### src/design/fps_consts.vh
`ifndef FPS_CONSTS_VH
`define FPS_CONSTS_VH

// Register byte addresses
`define FPS_ADDR_CONTROL 8'h00
`define FPS_ADDR_KEY 8'h04
`define FPS_ADDR_TABLE_PAGE 8'h08
`define FPS_ADDR_TABLE_OFFSET 8'h0c
`define FPS_ADDR_STATUS 8'h10

// Control field positions
`define FPS_BIT_START 15
`define FPS_BIT_PROG_EN 14
`define FPS_BIT_SEQ_ERR 13
`define FPS_BIT_PGM_ONLY 12
`define FPS_BIT_ERASE 6
`define FPS_OP_MSB 5

// Reset values
`define FPS_CONTROL_RESET 16'h0000
`define FPS_TABLE_PAGE_RESET 8'h00
`define FPS_TABLE_OFFSET_RESET 16'h0000

// Unlock keys
`define FPS_KEY_FIRST 8'h55
`define FPS_KEY_SECOND 8'haa

// Operation codes
`define FPS_OP_ERASE_4ROW 6'h1a
`define FPS_OP_ERASE_2ROW 6'h19
`define FPS_OP_ERASE_1ROW 6'h18
`define FPS_OP_GRP_BOOT 4'ha
`define FPS_OP_GRP_ALL 4'h9
`define FPS_OP_GRP_CONFIG 4'h5
`define FPS_OP_GRP_EEPROM 4'h4
`define FPS_OP_GRP_GENERAL 4'h3
`define FPS_OP_GRP_ROW_WRITE 4'h1

// Array geometry
`define FPS_ROW_WORDS 32
`define FPS_ROW_BYTES 96

// Operation kinds toward the array
`define FPS_KIND_NONE 3'h0
`define FPS_KIND_ROW_ERASE 3'h1
`define FPS_KIND_ROW_WRITE 3'h2
`define FPS_KIND_CONFIG_ERASE 3'h3
`define FPS_KIND_EEPROM_ERASE 3'h4
`define FPS_KIND_GENERAL_ERASE 3'h5
`define FPS_KIND_BOOT_ERASE 3'h6
`define FPS_KIND_CHIP_ERASE 3'h7

// Timing
`define FPS_OP_TIME_US 2000
`define FPS_CLK_MHZ 20
`define FPS_UNLOCK_WINDOW 2

`endif

### src/design/fps_decode.v
`timescale 1ns/1ps
`default_nettype none
`include "fps_consts.vh"

module fps_decode
(
    input wire [5:0] op_code,
    input wire erase_sel,
    input wire serial_mode,
    output reg [2:0] kind,
    output reg [2:0] row_count
);
    always @*
    begin
        kind = `FPS_KIND_NONE;
        row_count = 3'h0;
        if (erase_sel)
        begin
            if (op_code == `FPS_OP_ERASE_4ROW)
            begin
                kind = `FPS_KIND_ROW_ERASE;
                row_count = 3'h4;
            end
            else if (op_code == `FPS_OP_ERASE_2ROW)
            begin
                kind = `FPS_KIND_ROW_ERASE;
                row_count = 3'h2;
            end
            else if (op_code == `FPS_OP_ERASE_1ROW)
            begin
                kind = `FPS_KIND_ROW_ERASE;
                row_count = 3'h1;
            end
            else
            begin
                case (op_code[5:2])
                    `FPS_OP_GRP_BOOT: kind = serial_mode ? `FPS_KIND_BOOT_ERASE : `FPS_KIND_NONE;
                    `FPS_OP_GRP_ALL: kind = serial_mode ? `FPS_KIND_CHIP_ERASE : `FPS_KIND_NONE;
                    `FPS_OP_GRP_CONFIG: kind = `FPS_KIND_CONFIG_ERASE;
                    `FPS_OP_GRP_EEPROM: kind = `FPS_KIND_EEPROM_ERASE;
                    `FPS_OP_GRP_GENERAL: kind = `FPS_KIND_GENERAL_ERASE;
                    default: kind = `FPS_KIND_NONE;
                endcase
            end
        end
        else if (op_code[5:2] == `FPS_OP_GRP_ROW_WRITE)
        begin
            kind = `FPS_KIND_ROW_WRITE;
            row_count = 3'h1;
        end
    end
endmodule // fps_decode

`default_nettype wire

### src/design/fps_sequencer.v
// The register addresses and register access over AHB-Lite were chosen for this implementation.
`timescale 1ns/1ps
`default_nettype none
`include "fps_consts.vh"

module fps_sequencer #(
    parameter OP_CYCLES = (`FPS_OP_TIME_US * `FPS_CLK_MHZ),
    parameter UNLOCK_WINDOW = `FPS_UNLOCK_WINDOW
)
(
    input wire clk,
    input wire rst_n,
    input wire [31:0] haddr,
    input wire [1:0] htrans,
    input wire hwrite,
    input wire [2:0] hsize,
    input wire [31:0] hwdata,
    input wire hsel,
    input wire hready,
    output wire [31:0] hrdata,
    output wire hreadyout,
    output wire hresp,
    input wire serial_programming_mode,
    input wire abort_req,
    input wire array_done,
    output wire cpu_stall,
    output reg op_start_ff,
    output reg [2:0] op_kind_ff,
    output reg [2:0] op_rows_ff,
    output reg [23:0] op_addr_ff,
    output reg op_active_ff
);
    localparam ST_IDLE = 2'd0;
    localparam ST_RUN = 2'd1;
    localparam ST_DONE = 2'd2;
    localparam [1:0] KEY_NONE = 2'd0;
    localparam [1:0] KEY_HALF = 2'd1;
    localparam [1:0] KEY_OPEN = 2'd2;
    localparam [31:0] OP_CNT_MAX = OP_CYCLES;
    localparam [15:0] CTRL_RST = `FPS_CONTROL_RESET;

    reg [1:0] state_ff;
    reg [1:0] nxt_state;
    reg [1:0] key_state_ff;
    reg [1:0] nxt_key_state;
    reg [7:0] window_ff;
    reg [7:0] nxt_window;
    reg start_ff;
    reg nxt_start;
    reg prog_en_ff;
    reg nxt_prog_en;
    reg seq_err_ff;
    reg nxt_seq_err;
    reg pgm_only_ff;
    reg nxt_pgm_only;
    reg erase_ff;
    reg nxt_erase;
    reg [5:0] op_code_ff;
    reg [5:0] nxt_op_code;
    reg [7:0] table_page_ff;
    reg [15:0] table_offset_ff;
    reg [31:0] cnt_ff;
    reg [31:0] nxt_cnt;
    reg [31:0] rdata_ff;
    reg [31:0] nxt_rdata;
    reg wr_pend_ff;
    reg rd_pend_ff;
    reg [7:0] addr_ff;
    reg last_ok_ff;
    reg nxt_last_ok;
    reg nxt_op_start;
    reg [2:0] nxt_op_kind;
    reg [2:0] nxt_op_rows;
    reg [23:0] nxt_op_addr;

    wire [2:0] dec_kind;
    wire [2:0] dec_rows;
    wire addr_phase;
    wire wr_ctrl;
    wire wr_key;
    wire [15:0] wdat;
    wire [15:0] ctrl_view;
    wire start_attempt;
    wire start_ok;
    wire [5:0] dec_code;
    wire dec_erase;
    reg [7:0] nxt_table_page;
    reg [15:0] nxt_table_offset;
    reg nxt_wr_pend;
    reg nxt_rd_pend;
    reg [7:0] nxt_addr;

    fps_decode u_decode
    (
        .op_code(dec_code),
        .erase_sel(dec_erase),
        .serial_mode(serial_programming_mode),
        .kind(dec_kind),
        .row_count(dec_rows)
    );

    // Writes complete in one data-phase cycle; reads need one wait state
    assign addr_phase = hsel && hready && htrans[1];
    assign hreadyout = ~rd_pend_ff;
    assign hresp = 1'b0;
    assign hrdata = rdata_ff;
    assign wdat = hwdata[15:0];
    assign wr_ctrl = wr_pend_ff && (addr_ff == `FPS_ADDR_CONTROL);
    assign wr_key = wr_pend_ff && (addr_ff == `FPS_ADDR_KEY);
    assign cpu_stall = (state_ff != ST_IDLE);
    assign ctrl_view = {start_ff, prog_en_ff, seq_err_ff, pgm_only_ff, 5'h00, erase_ff, op_code_ff};
    assign start_attempt = wr_ctrl && wdat[`FPS_BIT_START] && !start_ff;
    // Unlock open and enable set in the very same write count as valid
    assign start_ok = start_attempt && (key_state_ff == KEY_OPEN) && wdat[`FPS_BIT_PROG_EN];
    // Launch decodes the word being written, so one write both selects and starts
    assign dec_code = wdat[`FPS_OP_MSB:0];
    assign dec_erase = wdat[`FPS_BIT_ERASE];

    always @*
    begin
        nxt_key_state = key_state_ff;
        nxt_window = window_ff;
        case (key_state_ff)
            KEY_NONE:
            begin
                if (wr_key && wdat[7:0] == `FPS_KEY_FIRST)
                    nxt_key_state = KEY_HALF;
            end
            KEY_HALF:
            begin
                if (wr_key && wdat[7:0] == `FPS_KEY_SECOND)
                begin
                    nxt_key_state = KEY_OPEN;
                    nxt_window = UNLOCK_WINDOW[7:0];
                end
                else if (wr_key && wdat[7:0] == `FPS_KEY_FIRST)
                    nxt_key_state = KEY_HALF;
                else if (wr_pend_ff)
                    nxt_key_state = KEY_NONE;
            end
            KEY_OPEN:
            begin
                if (window_ff == 8'h00)
                    nxt_key_state = KEY_NONE;
                else
                    nxt_window = window_ff - 8'h01;
                // Any other write, the control write too, spends the unlock
                if (wr_key && wdat[7:0] == `FPS_KEY_FIRST)
                    nxt_key_state = KEY_HALF;
                else if (wr_pend_ff)
                    nxt_key_state = KEY_NONE;
            end
            default: nxt_key_state = KEY_NONE;
        endcase
    end

    always @*
    begin
        nxt_state = state_ff;
        nxt_start = start_ff;
        nxt_prog_en = prog_en_ff;
        nxt_seq_err = seq_err_ff;
        nxt_pgm_only = pgm_only_ff;
        nxt_erase = erase_ff;
        nxt_op_code = op_code_ff;
        nxt_cnt = cnt_ff;
        nxt_last_ok = last_ok_ff;
        nxt_op_start = 1'b0;
        nxt_op_kind = op_kind_ff;
        nxt_op_rows = op_rows_ff;
        nxt_op_addr = op_addr_ff;
        if (wr_ctrl && state_ff == ST_IDLE)
        begin
            nxt_prog_en = wdat[`FPS_BIT_PROG_EN];
            nxt_pgm_only = wdat[`FPS_BIT_PGM_ONLY];
            nxt_erase = wdat[`FPS_BIT_ERASE];
            nxt_op_code = wdat[`FPS_OP_MSB:0];
            if (!wdat[`FPS_BIT_SEQ_ERR])
                nxt_seq_err = 1'b0;
        end
        case (state_ff)
            ST_IDLE:
            begin
                if (start_ok)
                begin
                    nxt_start = 1'b1;
                    nxt_seq_err = 1'b0;
                    nxt_state = ST_RUN;
                    nxt_cnt = 32'h0;
                    nxt_op_kind = dec_kind;
                    nxt_op_rows = dec_rows;
                    // Base taken from table pointer as is, with no row alignment
                    nxt_op_addr = {table_page_ff, table_offset_ff};
                    nxt_op_start = (dec_kind != `FPS_KIND_NONE);
                end
                else if (start_attempt)
                    nxt_seq_err = 1'b1;
            end
            ST_RUN:
            begin
                nxt_cnt = cnt_ff + 32'h1;
                if (abort_req)
                begin
                    nxt_seq_err = 1'b1;
                    nxt_last_ok = 1'b0;
                    nxt_state = ST_DONE;
                end
                else if ((cnt_ff + 32'h1 >= OP_CNT_MAX) &&
                         (array_done || op_kind_ff == `FPS_KIND_NONE))
                begin
                    nxt_last_ok = 1'b1;
                    nxt_state = ST_DONE;
                end
            end
            ST_DONE:
            begin
                nxt_start = 1'b0;
                nxt_state = ST_IDLE;
            end
            default: nxt_state = ST_IDLE;
        endcase
    end

    always @*
    begin
        nxt_rdata = 32'h0;
        case (addr_ff)
            `FPS_ADDR_CONTROL: nxt_rdata = {16'h0000, ctrl_view};
            `FPS_ADDR_KEY: nxt_rdata = 32'h0;
            `FPS_ADDR_TABLE_PAGE: nxt_rdata = {24'h0, table_page_ff};
            `FPS_ADDR_TABLE_OFFSET: nxt_rdata = {16'h0, table_offset_ff};
            `FPS_ADDR_STATUS: nxt_rdata = {28'h0, last_ok_ff, key_state_ff == KEY_OPEN, state_ff};
            default: nxt_rdata = 32'h0;
        endcase
    end

    always @*
    begin
        nxt_wr_pend = addr_phase && hwrite;
        nxt_rd_pend = addr_phase && !hwrite;
        nxt_addr = addr_ff;
        nxt_table_page = table_page_ff;
        nxt_table_offset = table_offset_ff;
        if (addr_phase)
            nxt_addr = haddr[7:0];
        // Pointer frozen while an operation runs
        if (wr_pend_ff && state_ff == ST_IDLE)
        begin
            if (addr_ff == `FPS_ADDR_TABLE_PAGE)
                nxt_table_page = hwdata[7:0];
            if (addr_ff == `FPS_ADDR_TABLE_OFFSET)
                nxt_table_offset = hwdata[15:0];
        end
    end

    always @(posedge clk)
    begin
        if (!rst_n)
        begin
            wr_pend_ff <= 1'b0;
            rd_pend_ff <= 1'b0;
            addr_ff <= 8'h00;
            rdata_ff <= 32'h0;
            table_page_ff <= `FPS_TABLE_PAGE_RESET;
            table_offset_ff <= `FPS_TABLE_OFFSET_RESET;
        end
        else
        begin
            wr_pend_ff <= nxt_wr_pend;
            rd_pend_ff <= nxt_rd_pend;
            addr_ff <= nxt_addr;
            table_page_ff <= nxt_table_page;
            table_offset_ff <= nxt_table_offset;
            // Read data stays put until the next read
            if (rd_pend_ff)
                rdata_ff <= nxt_rdata;
        end
    end

    always @(posedge clk)
    begin
        if (!rst_n)
        begin
            state_ff <= ST_IDLE;
            key_state_ff <= KEY_NONE;
            window_ff <= 8'h00;
            start_ff <= CTRL_RST[`FPS_BIT_START];
            prog_en_ff <= CTRL_RST[`FPS_BIT_PROG_EN];
            seq_err_ff <= CTRL_RST[`FPS_BIT_SEQ_ERR];
            pgm_only_ff <= CTRL_RST[`FPS_BIT_PGM_ONLY];
            erase_ff <= CTRL_RST[`FPS_BIT_ERASE];
            op_code_ff <= CTRL_RST[`FPS_OP_MSB:0];
            cnt_ff <= 32'h0;
            last_ok_ff <= 1'b0;
            op_start_ff <= 1'b0;
            op_kind_ff <= `FPS_KIND_NONE;
            op_rows_ff <= 3'h0;
            op_addr_ff <= 24'h0;
            op_active_ff <= 1'b0;
        end
        else
        begin
            state_ff <= nxt_state;
            key_state_ff <= nxt_key_state;
            window_ff <= nxt_window;
            start_ff <= nxt_start;
            prog_en_ff <= nxt_prog_en;
            seq_err_ff <= nxt_seq_err;
            pgm_only_ff <= nxt_pgm_only;
            erase_ff <= nxt_erase;
            op_code_ff <= nxt_op_code;
            cnt_ff <= nxt_cnt;
            last_ok_ff <= nxt_last_ok;
            op_start_ff <= nxt_op_start;
            op_kind_ff <= nxt_op_kind;
            op_rows_ff <= nxt_op_rows;
            op_addr_ff <= nxt_op_addr;
            op_active_ff <= (nxt_state == ST_RUN);
        end
    end
endmodule // fps_sequencer

`default_nettype wire

### config.mk
export PLATFORM = sky130hd
export DESIGN_NAME = fps_sequencer
export DESIGN_NICKNAME = d
export VERILOG_FILES = /design/src/design/fps_decode.v /design/src/design/fps_sequencer.v
export VERILOG_INCLUDE_DIRS = /design/src /design/src/design
export SDC_FILE = /design/constraint.sdc
export NUM_CORES = 1
export LEC_CHECK = 0
export BUFFER_PORTS_ARGS = -buffer_cell sky130_fd_sc_hd__buf_2
export CAP_MARGIN = 10
export CORE_MARGIN = 4
export CORE_UTILIZATION = 30
export CTS_CLUSTER_DIAMETER = 150
export CTS_CLUSTER_SIZE = 24
export DETAILED_ROUTE_END_ITERATION = 7
export GPL_TIMING_DRIVEN = 1
export PLACE_DENSITY = 0.49
export SYNTH_ARGS = -nofsm -noshare
export SYNTH_HDL_FRONTEND = slang
export SYNTH_SLANG_ARGS = --single-unit
export TNS_END_PERCENT = 5
### constraint.sdc
create_clock -name clk -period 2.4 [get_ports clk]
set_input_delay 0.24 -clock clk [delete_from_list [all_inputs] [get_ports clk]]
set_output_delay 0.24 -clock clk [all_outputs]
set_load 0.01 [all_outputs]
Yosys cells after proc, flatten, opt, wreduce, memory -nomap -nowiden
Index checks and enable logic that the tools add are counted.
{ "word_totals": {"register_bits": 154, "input_bits": 77} }
{ "classes": {"add_sub_neg": 2, "order_cmp": 1, "n_eq_ne": 26, "n_mux": 41, "n_bitwise": 1, "reduce_logical": 38} }
{ "ops": {"columns": ["cell", "count"], "rows": [
  ["$pmux W16 S4", 1],
  ["$pmux W32 S2", 1],
  ["$add A32 B1 Y32 const B", 1],
  ["$ge A32 B16 Y1 const B", 1],
  ["$mux W32", 1],
  ["$mux W3", 9],
  ["$mux W2", 11],
  ["$eq A6 B5 Y1 const B", 3],
  ["$eq A8 B4 Y1 const B", 2],
  ["$logic_not A8 Y1", 2],
  ["$mux W8", 2],
  ["$pmux W8 S2", 1],
  ["$logic_and A1 B1 Y1", 15],
  ["$pmux W3 S5", 1],
  ["$reduce_and A2 Y1", 6],
  ["$mux W1", 10],
  ["$reduce_bool A2 Y1", 5],
  ["$reduce_and A3 Y1", 3],
  ["$eq A4 B3 Y1 const B", 2],
  ["$eq A4 B4 Y1 const B", 2],
  ["$eq A8 B3 Y1 const B", 1],
  ["$eq A8 B5 Y1 const B", 1],
  ["$eq A8 B7 Y1 const B", 1],
  ["$eq A8 B8 Y1 const B", 1],
  ["other kinds (17)", 26]
]} }

Logic depth before layout (Yosys ltp)
Gate-level depths: netlist (run 1).
{ "logic_depth": {"depth_word": 9, "depth_mapped": 10} }

Cells and area by module
A second synthesis (run 1) with hierarchy kept.
{ "hier_totals": {"hier_cells": 849, "area_unflattened_um2": 6804.0} }
{ "modules_own_cells": {"columns": ["mod", "instances", "cells_each", "area_per_inst_um2", "seq_area_each_um2"], "rows": [
  ["fps_sequencer", 1, 822, 6605.1, 2762.6],
  ["fps_decode", 1, 27, 198.9, 0.0]
]} }

Worst setup path before layout (run 1)
Ideal clock, no wire load.
{ "synth_timing": {"kind": "register -> register", "start": "register addr_ff[0]", "end": "register window_ff[7]", "setup_ps": 139, "arrival_time_ps": 2182, "setup_slack_ps": 79, "stages_incl_launch_ff": 9, "period_less_slack_ps": 2321, "path_cell_list": "dfxtp_1 -> or4_4 -> nor4_4 -> a21boi_2 -> or3_1 -> buf_6 -> nor4b_4 -> xnor2_1 -> nor2_1"} }
{ "synth_via": {"elab_chain_cells": 5} }
{ "synth_rtl": {"columns": ["element", "line", "text"], "rows": [
  ["from (decl)", "fps_sequencer.v:68", "reg [7:0] addr_ff;"],
  ["from (signal assigned)", "fps_sequencer.v:271", "addr_ff <= nxt_addr;"],
  ["$eq A8 B3 Y1 (no line)", null, null],
  ["$logic_and A1 B1 Y1", "fps_sequencer.v:109", "assign wr_key = wr_pend_ff && (addr_ff == `FPS_ADDR_KEY);"],
  ["$logic_and A1 B1 Y1 (no line)", null, null],
  ["$ne A2 B2 Y1 (no line)", null, null],
  ["$reduce_and A3 Y1 (no line)", null, null],
  ["to (signal assigned)", "fps_sequencer.v:305", "window_ff <= nxt_window;"],
  ["to (decl)", "fps_sequencer.v:46", "reg [7:0] window_ff;"]
]} }
Every way passes these cells.
A chain may end at the register's enable or synchronous reset.

Final worst setup path (run 1)
{ "layout_timing": {"start": "register addr_ff[7]", "end": "register key_state_ff[1]"} }
{ "layout_via": {"elab_chain_cells": 6, "word_cells_on_any_way": 12, "cone_classes": "eq/ne (4); mux (4); reduce/logical (4)"} }
{ "layout_rtl": {"columns": ["element", "line", "text"], "rows": [
  ["$eq A8 B3 Y1 (no line) (*)", null, null],
  ["$logic_and A1 B1 Y1 (*)", "fps_sequencer.v:109", null],
  ["$logic_and A1 B1 Y1 (no line)", null, null],
  ["$mux W2", "fps_sequencer.v:136", "else if (wr_key && wdat[7:0] == `FPS_KEY_FIRST)"],
  ["$mux W2", "fps_sequencer.v:131", "if (wr_key && wdat[7:0] == `FPS_KEY_SECOND)"],
  ["$pmux W2 S3", "fps_sequencer.v:123", "case (key_state_ff)"],
  ["to (signal assigned)", "fps_sequencer.v:304", "key_state_ff <= nxt_key_state;"],
  ["to (decl)", "fps_sequencer.v:44", "reg [1:0] key_state_ff;"]
]} }
Mark *: on every way between the ends. The rest lies on a longest branch, timed or not.

==> metrics.yaml, run 1 <==
multi_input_area_sq_um: 3761
synth.distinct_cells: 67
synth_seq_cells: 138
worstPathRequired_ps: 2740
syn2layout_area_growth_pct: 27.80
vias: 6274
dr.pass1.iters: 5
antenna_left: 0
powerDensity_nw_per_um2: 607.8
pre_cts_ws_ps: -196.9
timing.final.ws_setup_ps: -74.72
yosysTopAreaCell: "dfxtp_1"
maxCapViolCount: 0
grt_max_degree: 58
drc: 0
clock_sinks: 138
outcome: "finished, violations left"
max-vdd-ir-drop_mv: 0.4182
arrival_ps: 2820
routedWlPerCell_microns: 15.16
grt_pass1_wl_mm: 31.41
cpMaxStageDelayCell: "or4_4"
placed_cells: 1236
finish.utilization_pct: 39.55
core_sq_um: 22090
synth_most_common_cell: "dfxtp_1"
rrSetupSlack_ps: -70
dp_hpwl_mm: 13.56
hold_class: "in2reg"
slew_headroom_pct: 62.79
syn-cell-area_sq_um: 6838
gr-usage-all-layers_pct: 15.18
htreeDepth: 4
place_area_sq_um: 8019
synth_edf_count: 0
slew_viol_final: 0
first_global_vias: 5817
clock_skew_ps: 9.596
worstPathCellList: "or4_4, nor4_4, buf_4, nand4_1, a31oi_1, o21ai_1, or4b_1, a21oi_2"
tightest_slew_ps: 554.7
fp.dieArea_sq_um: 25270
setup_violations: 1
crit_path_end_kind: "flip-flop"
area.sequential_sq_um: 2765
fillers: 2300
wl_mm: 19.26
synth_commonest_cells: "dfxtp_1, nand2_1, nor2_1"
yosysTopAreaCellShare_pct: 40.40
final_cell_area_sq_um: 8738
hold_viol: 0
rsz0062_at_grt: "true"
ys_warn_count: 0
cpPeakStageDelay_ps: 580
clk_latency_ps: 420
cp_max_fo: 3
fmaxAchievable_mhz: 404.1
p_leak_nw: 3.708
layout.nets: 1062
gp_congestion: 0.7788
cts_inserted_buffers: 17
clock_path_buffers: 2
yosysSeqAreaShare_pct: 40.40
fin_crit_sh_pct: 103.1
numPortBuffers: 82
async_flop_share_pct: 0
cts_tree: "done"
drive_gt1_share_pct: 24.04
violations: "setup timing"
drtIter0Drc: 347
viasPerCell: 4.940
gr-total-overflow: 0
tns_ps: -74.72
rows: 54
diodes: 0
synth_area_leaders: "dfxtp_1, mux2i_1, nand2_1"
finalPower_mw: 5.311
die_y_microns: 159.0
critPathKind: "reg2reg"
antenna_found_initial: 0
start_util_pct: 30.95
clkTransAtPathRegs_ps: 60
cts_root_buf: "clkbuf_16"
fin_cells: 1270
io_pins: 144
die_w_microns: 159.0
holdWs_ps: 51.54
synthFlopType: "dfxtp_1"
min_period_ps: 2475
startpoint_type: "flip-flop"
syn_inst: 839
syn-mean-instance-area_sq_um: 8.150
cells in the final DEF, fill, tap and decap left out, drive strengths merged, types with 5 or more instances in the layout:
cell type  Yosys  routed
dfxtp        138     138
ha             7       7
clkbuf        39      20
inv           12      16
nand2        117     117
a21oi         80      80
buf           34     176
mux2i         46      46
o2bb2ai        5       5
nand4         14      14
nor2b         14      14
a31oi         13      13
nand3         36      36
nor2         105     105
nor3          20      20
a22oi         11      11
xnor2         12      12
or3            8       8
nor4          12      12
conb           1      17
o21ai         36      36
xor2           8       8
and3           7       7
cell families after synthesis:
logic type / Yosys count / synth area share (%)
buffers and inverters: 86 / 6.514
muxes: 46 / 6.734
adders and majority gates: 7 / 1.281
AOI/OAI and AO/OA: 179 / 16.21
other: 1 / 0.05484
xor gates and xnor gates: 20 / 2.562
and+or+nand+nor: 362 / 26.24
DFF: 138 / 40.40
path summary, 6_finish.rpt:
kind	start	to	depth (start not counted)
worst min-delay path	haddr[7]	addr_ff[7]	3
worst min register to register	op_rows_ff[1]	op_rows_ff[1]	2
worst max-delay path	addr_ff[7]	key_state_ff[1]	8
worst max register to register	addr_ff[7]	key_state_ff[1]	8
area by class of cell:
cell class | count | share of cell area (%)
inverters | 13 | 0.5727
multi-input cells | 631 | 43.04
repair buffers | 177 | 13.69
clock inverters | 11 | 1.818
well taps | 280 | 4.009
clock buffers | 20 | 5.226
flip-flops and latches | 138 | 31.64
layer usage:
metal  part of all wire (%)  up-vias  global-route usage (%)
li1                       -     3194                       -
met1                     46     2955                   19.76
met2                     49      111                   25.57
met3                    3.8       14                   3.650
met4                    1.1        0                   3.590
met5                      0        -                       0
worst max-delay path: cells and delay by family, from the launching register on:
| family | cells | cell delay (ps) |
|---|---|---|
| AO/OA/AOI/OAI | 3 | 430 |
| buffers and inverters | 1 | 180 |
| flip-flops | 1 | 320 |
| AND/OR/NAND/NOR | 4 | 1470 |
sequential cells by signal, indices dropped and copies added, names as in the netlist, 2 cells and up:
register	flops
cnt_ff	32
op_addr_ff	24
hrdata	16
table_offset_ff	16
addr_ff	8
table_page_ff	8
window_ff	8
op_code_ff	6
op_kind_ff	3
op_rows_ff	3
key_state_ff	2
state_ff	2
power breakdown:
group / leakage [nW] / total [mW] / switching [mW] / internal, mW
Clock: 0.298 / 2.78 / 1.07 / 1.71
Sequential: 1.11 / 2.30 / 0.00696 / 2.30
Combinational: 2.30 / 0.226 / 0.143 / 0.0834
Total: 3.71 / 5.31 / 1.22 / 4.09
timing repair:
item                                    4_1_cts  5_1_grt
resized for setup                             2       15
hold buffers                                  1        0
endpoints found under the hold margin         1        0
pin swaps                                     7        6
endpoints found under the setup margin       11       69
buffers inserted                              0        2
No activity file was read; power rests on OpenSTA's default activity.
==> run 2: changes to the inputs <==
GPL_TIMING_DRIVEN = 0   (was 1)
==> run 2 against run 1 <==
Compared with the run above:
- the flow still finishes with violations (setup timing)
- clock power is 6% lower
- fmax grew 0.81%
- routed wire length up 13%
- sequential share of layout area rose by 0.067 points
- worst setup slack improved by 20 ps
- sequential power barely moved
- power decreased by 2.9%
- via count rose by 2.8%
- count of clock-buffer cells in the layout fell by 1
- global-route usage rose by 1.6 points
- flip-flop and latch count unchanged
==> metrics.yaml, run 2 (synthesis gave the netlist of run 1 again) <==
cpMaxStageDelayCell: "or4_4"
diodes: 0
start_util_pct: 30.95
critPathKind: "reg2reg"
fp.dieArea_sq_um: 25270
min_period_ps: 2455
largest_register_ffs: 32
powerDensity_nw_per_um2: 586.5
gr-total-overflow: 0
vias: 6449
worstPathCellList: "or4_4, nor4_4, buf_4, nand4_1, a31oi_1, o21ai_1, or4b_1, a21oi_1"
area.sequential_sq_um: 2788
wl_mm: 21.72
max-vdd-ir-drop_mv: 0.3187
top_register: "cnt_ff"
slew_headroom_pct: 40.57
first_global_vias: 5992
drtIter0Drc: 552
layout_common_cells: "dfxtp_1, nand2_1, nor2_1, buf_2, a21oi_1"
tightest_slew_ps: 891.4
cts_inserted_buffers: 17
core_sq_um: 22090
cts_hold_buf: 0
die_w_microns: 159.0
multi_input_area_sq_um: 3874
fin_crit_sh_pct: 102.3
antenna_left: 0
clock_skew_ps: 8.440
numPortBuffers: 76
violations: "setup timing"
place_area_sq_um: 7629
clk_latency_ps: 420
timing.final.ws_setup_ps: -54.73
hold_viol: 0
crit_path_end_kind: "flip-flop"
final_common_cell: "dfxtp_1"
drive_gt1_share_pct: 23.42
viasPerCell: 5.042
fmaxAchievable_mhz: 407.4
placed_cells: 1211
fin_cells: 1279
wl_met1_mm: 9.960
cpPeakStageDelay_ps: 600
layout.nets: 1070
arrival_ps: 2790
dr.pass1.iters: 6
drc: 0
grt_max_degree: 17
met2_length_mm: 10.35
pre_cts_ws_ps: -611.2
p_leak_nw: 3.657
rsz0062_at_grt: "true"
startpoint_type: "flip-flop"
finish.utilization_pct: 39.79
routedWlPerCell_microns: 16.99
dp_hpwl_mm: 15.15
setup_violations: 2
outcome: "finished, violations left"
worstPathRequired_ps: 2740
htreeDepth: 4
cp_max_fo: 5
antenna_found_initial: 0
largest_registers: "cnt_ff: 32 flops, op_addr_ff: 24 flops"
hold_class: "in2reg"
die_y_microns: 159.0
dr_wl_met3_microns: 982
fillers: 2288
clock_path_buffers: 2
cts_tree: "done"
top_layer: "met4"
clkTransAtPathRegs_ps: 60
maxCapViolCount: 0
rows: 54
final_cell_area_sq_um: 8791
io_pins: 144
slew_viol_final: 0
grt_pass1_wl_mm: 34.10
gp_congestion: 0.8174
cts_root_buf: "clkbuf_16"
gr-usage-all-layers_pct: 16.77
clock_sinks: 138
syn2layout_area_growth_pct: 28.56
[run 2: cell count changes in the layout (fill, tap and decap cells not counted), sizes merged]
cell	change
clkbuf	+34
buf	-26
clkinv	+6
inv	-2
clkinvlp	-1
bufinv	-1
dlygate4sd3	-1
[run 2: final timing paths]
check                              startpoint              end  slack, ps  depth (start not counted)
worst min register to register  op_rows_ff[1]    op_rows_ff[1]        450                          2
worst max-delay path               addr_ff[0]  key_state_ff[1]        -50                          8
worst min-delay path                   hwrite       rd_pend_ff         10                          2
worst max register to register     addr_ff[0]  key_state_ff[1]        -50                          8
[run 2: layout make-up]
cell class,instances,share of cell area (%)
multi-input combinational,631,44.06
clock inverter,13,1.651
timing repair buffer,115,7.871
inverter,13,0.5551
buffer,70,5.238
sequential,138,31.71
tap,280,3.985
clock buffer,19,4.925
[run 2: worst max-delay path: cells and delay by family, from the launching register on]
kind                   cells  cell delay (ps)
AO/OA/AOI/OAI              3              500
AND/OR/NAND/NOR            4             1390
flip-flops                 1              310
buffers and inverters      1              180
[run 2: per-layer routing]
metal	vias up	GRT usage [%]
met5	-	0
met4	0	5.325
met3	29	2.977
met2	197	27.67
met1	2998	22.40
li1	3225	-
[run 2: through the flow]
step / total power, mW / hold slack, ps / setup TNS, ps
floorplan: 2.501 / 319.3 / 0
global placement: 2.595 / 436.6 / -32320
detailed placement: 2.593 / 443.4 / -32060
CTS: 5.208 / 0.6820 / -129.7
global route: 5.316 / 13.53 / -2960
finish: 5.156 / 10.59 / -92.32
[run 2: power breakdown]
| part | internal [mW] | switching [mW] | leakage [nW] |
|---|---|---|---|
| Combinational | 0.0861 | 0.161 | 2.25 |
| Clock | 1.54 | 1.07 | 0.286 |
| Sequential | 2.29 | 0.00656 | 1.12 |
| Total | 3.92 | 1.24 | 3.66 |
[run 2: repair_timing]
item	4_1_cts	5_1_grt
hold endpoints to repair	0	0
pin swaps	18	21
resized for setup	42	51
endpoints found under the setup margin	99	95
buffers inserted	21	18
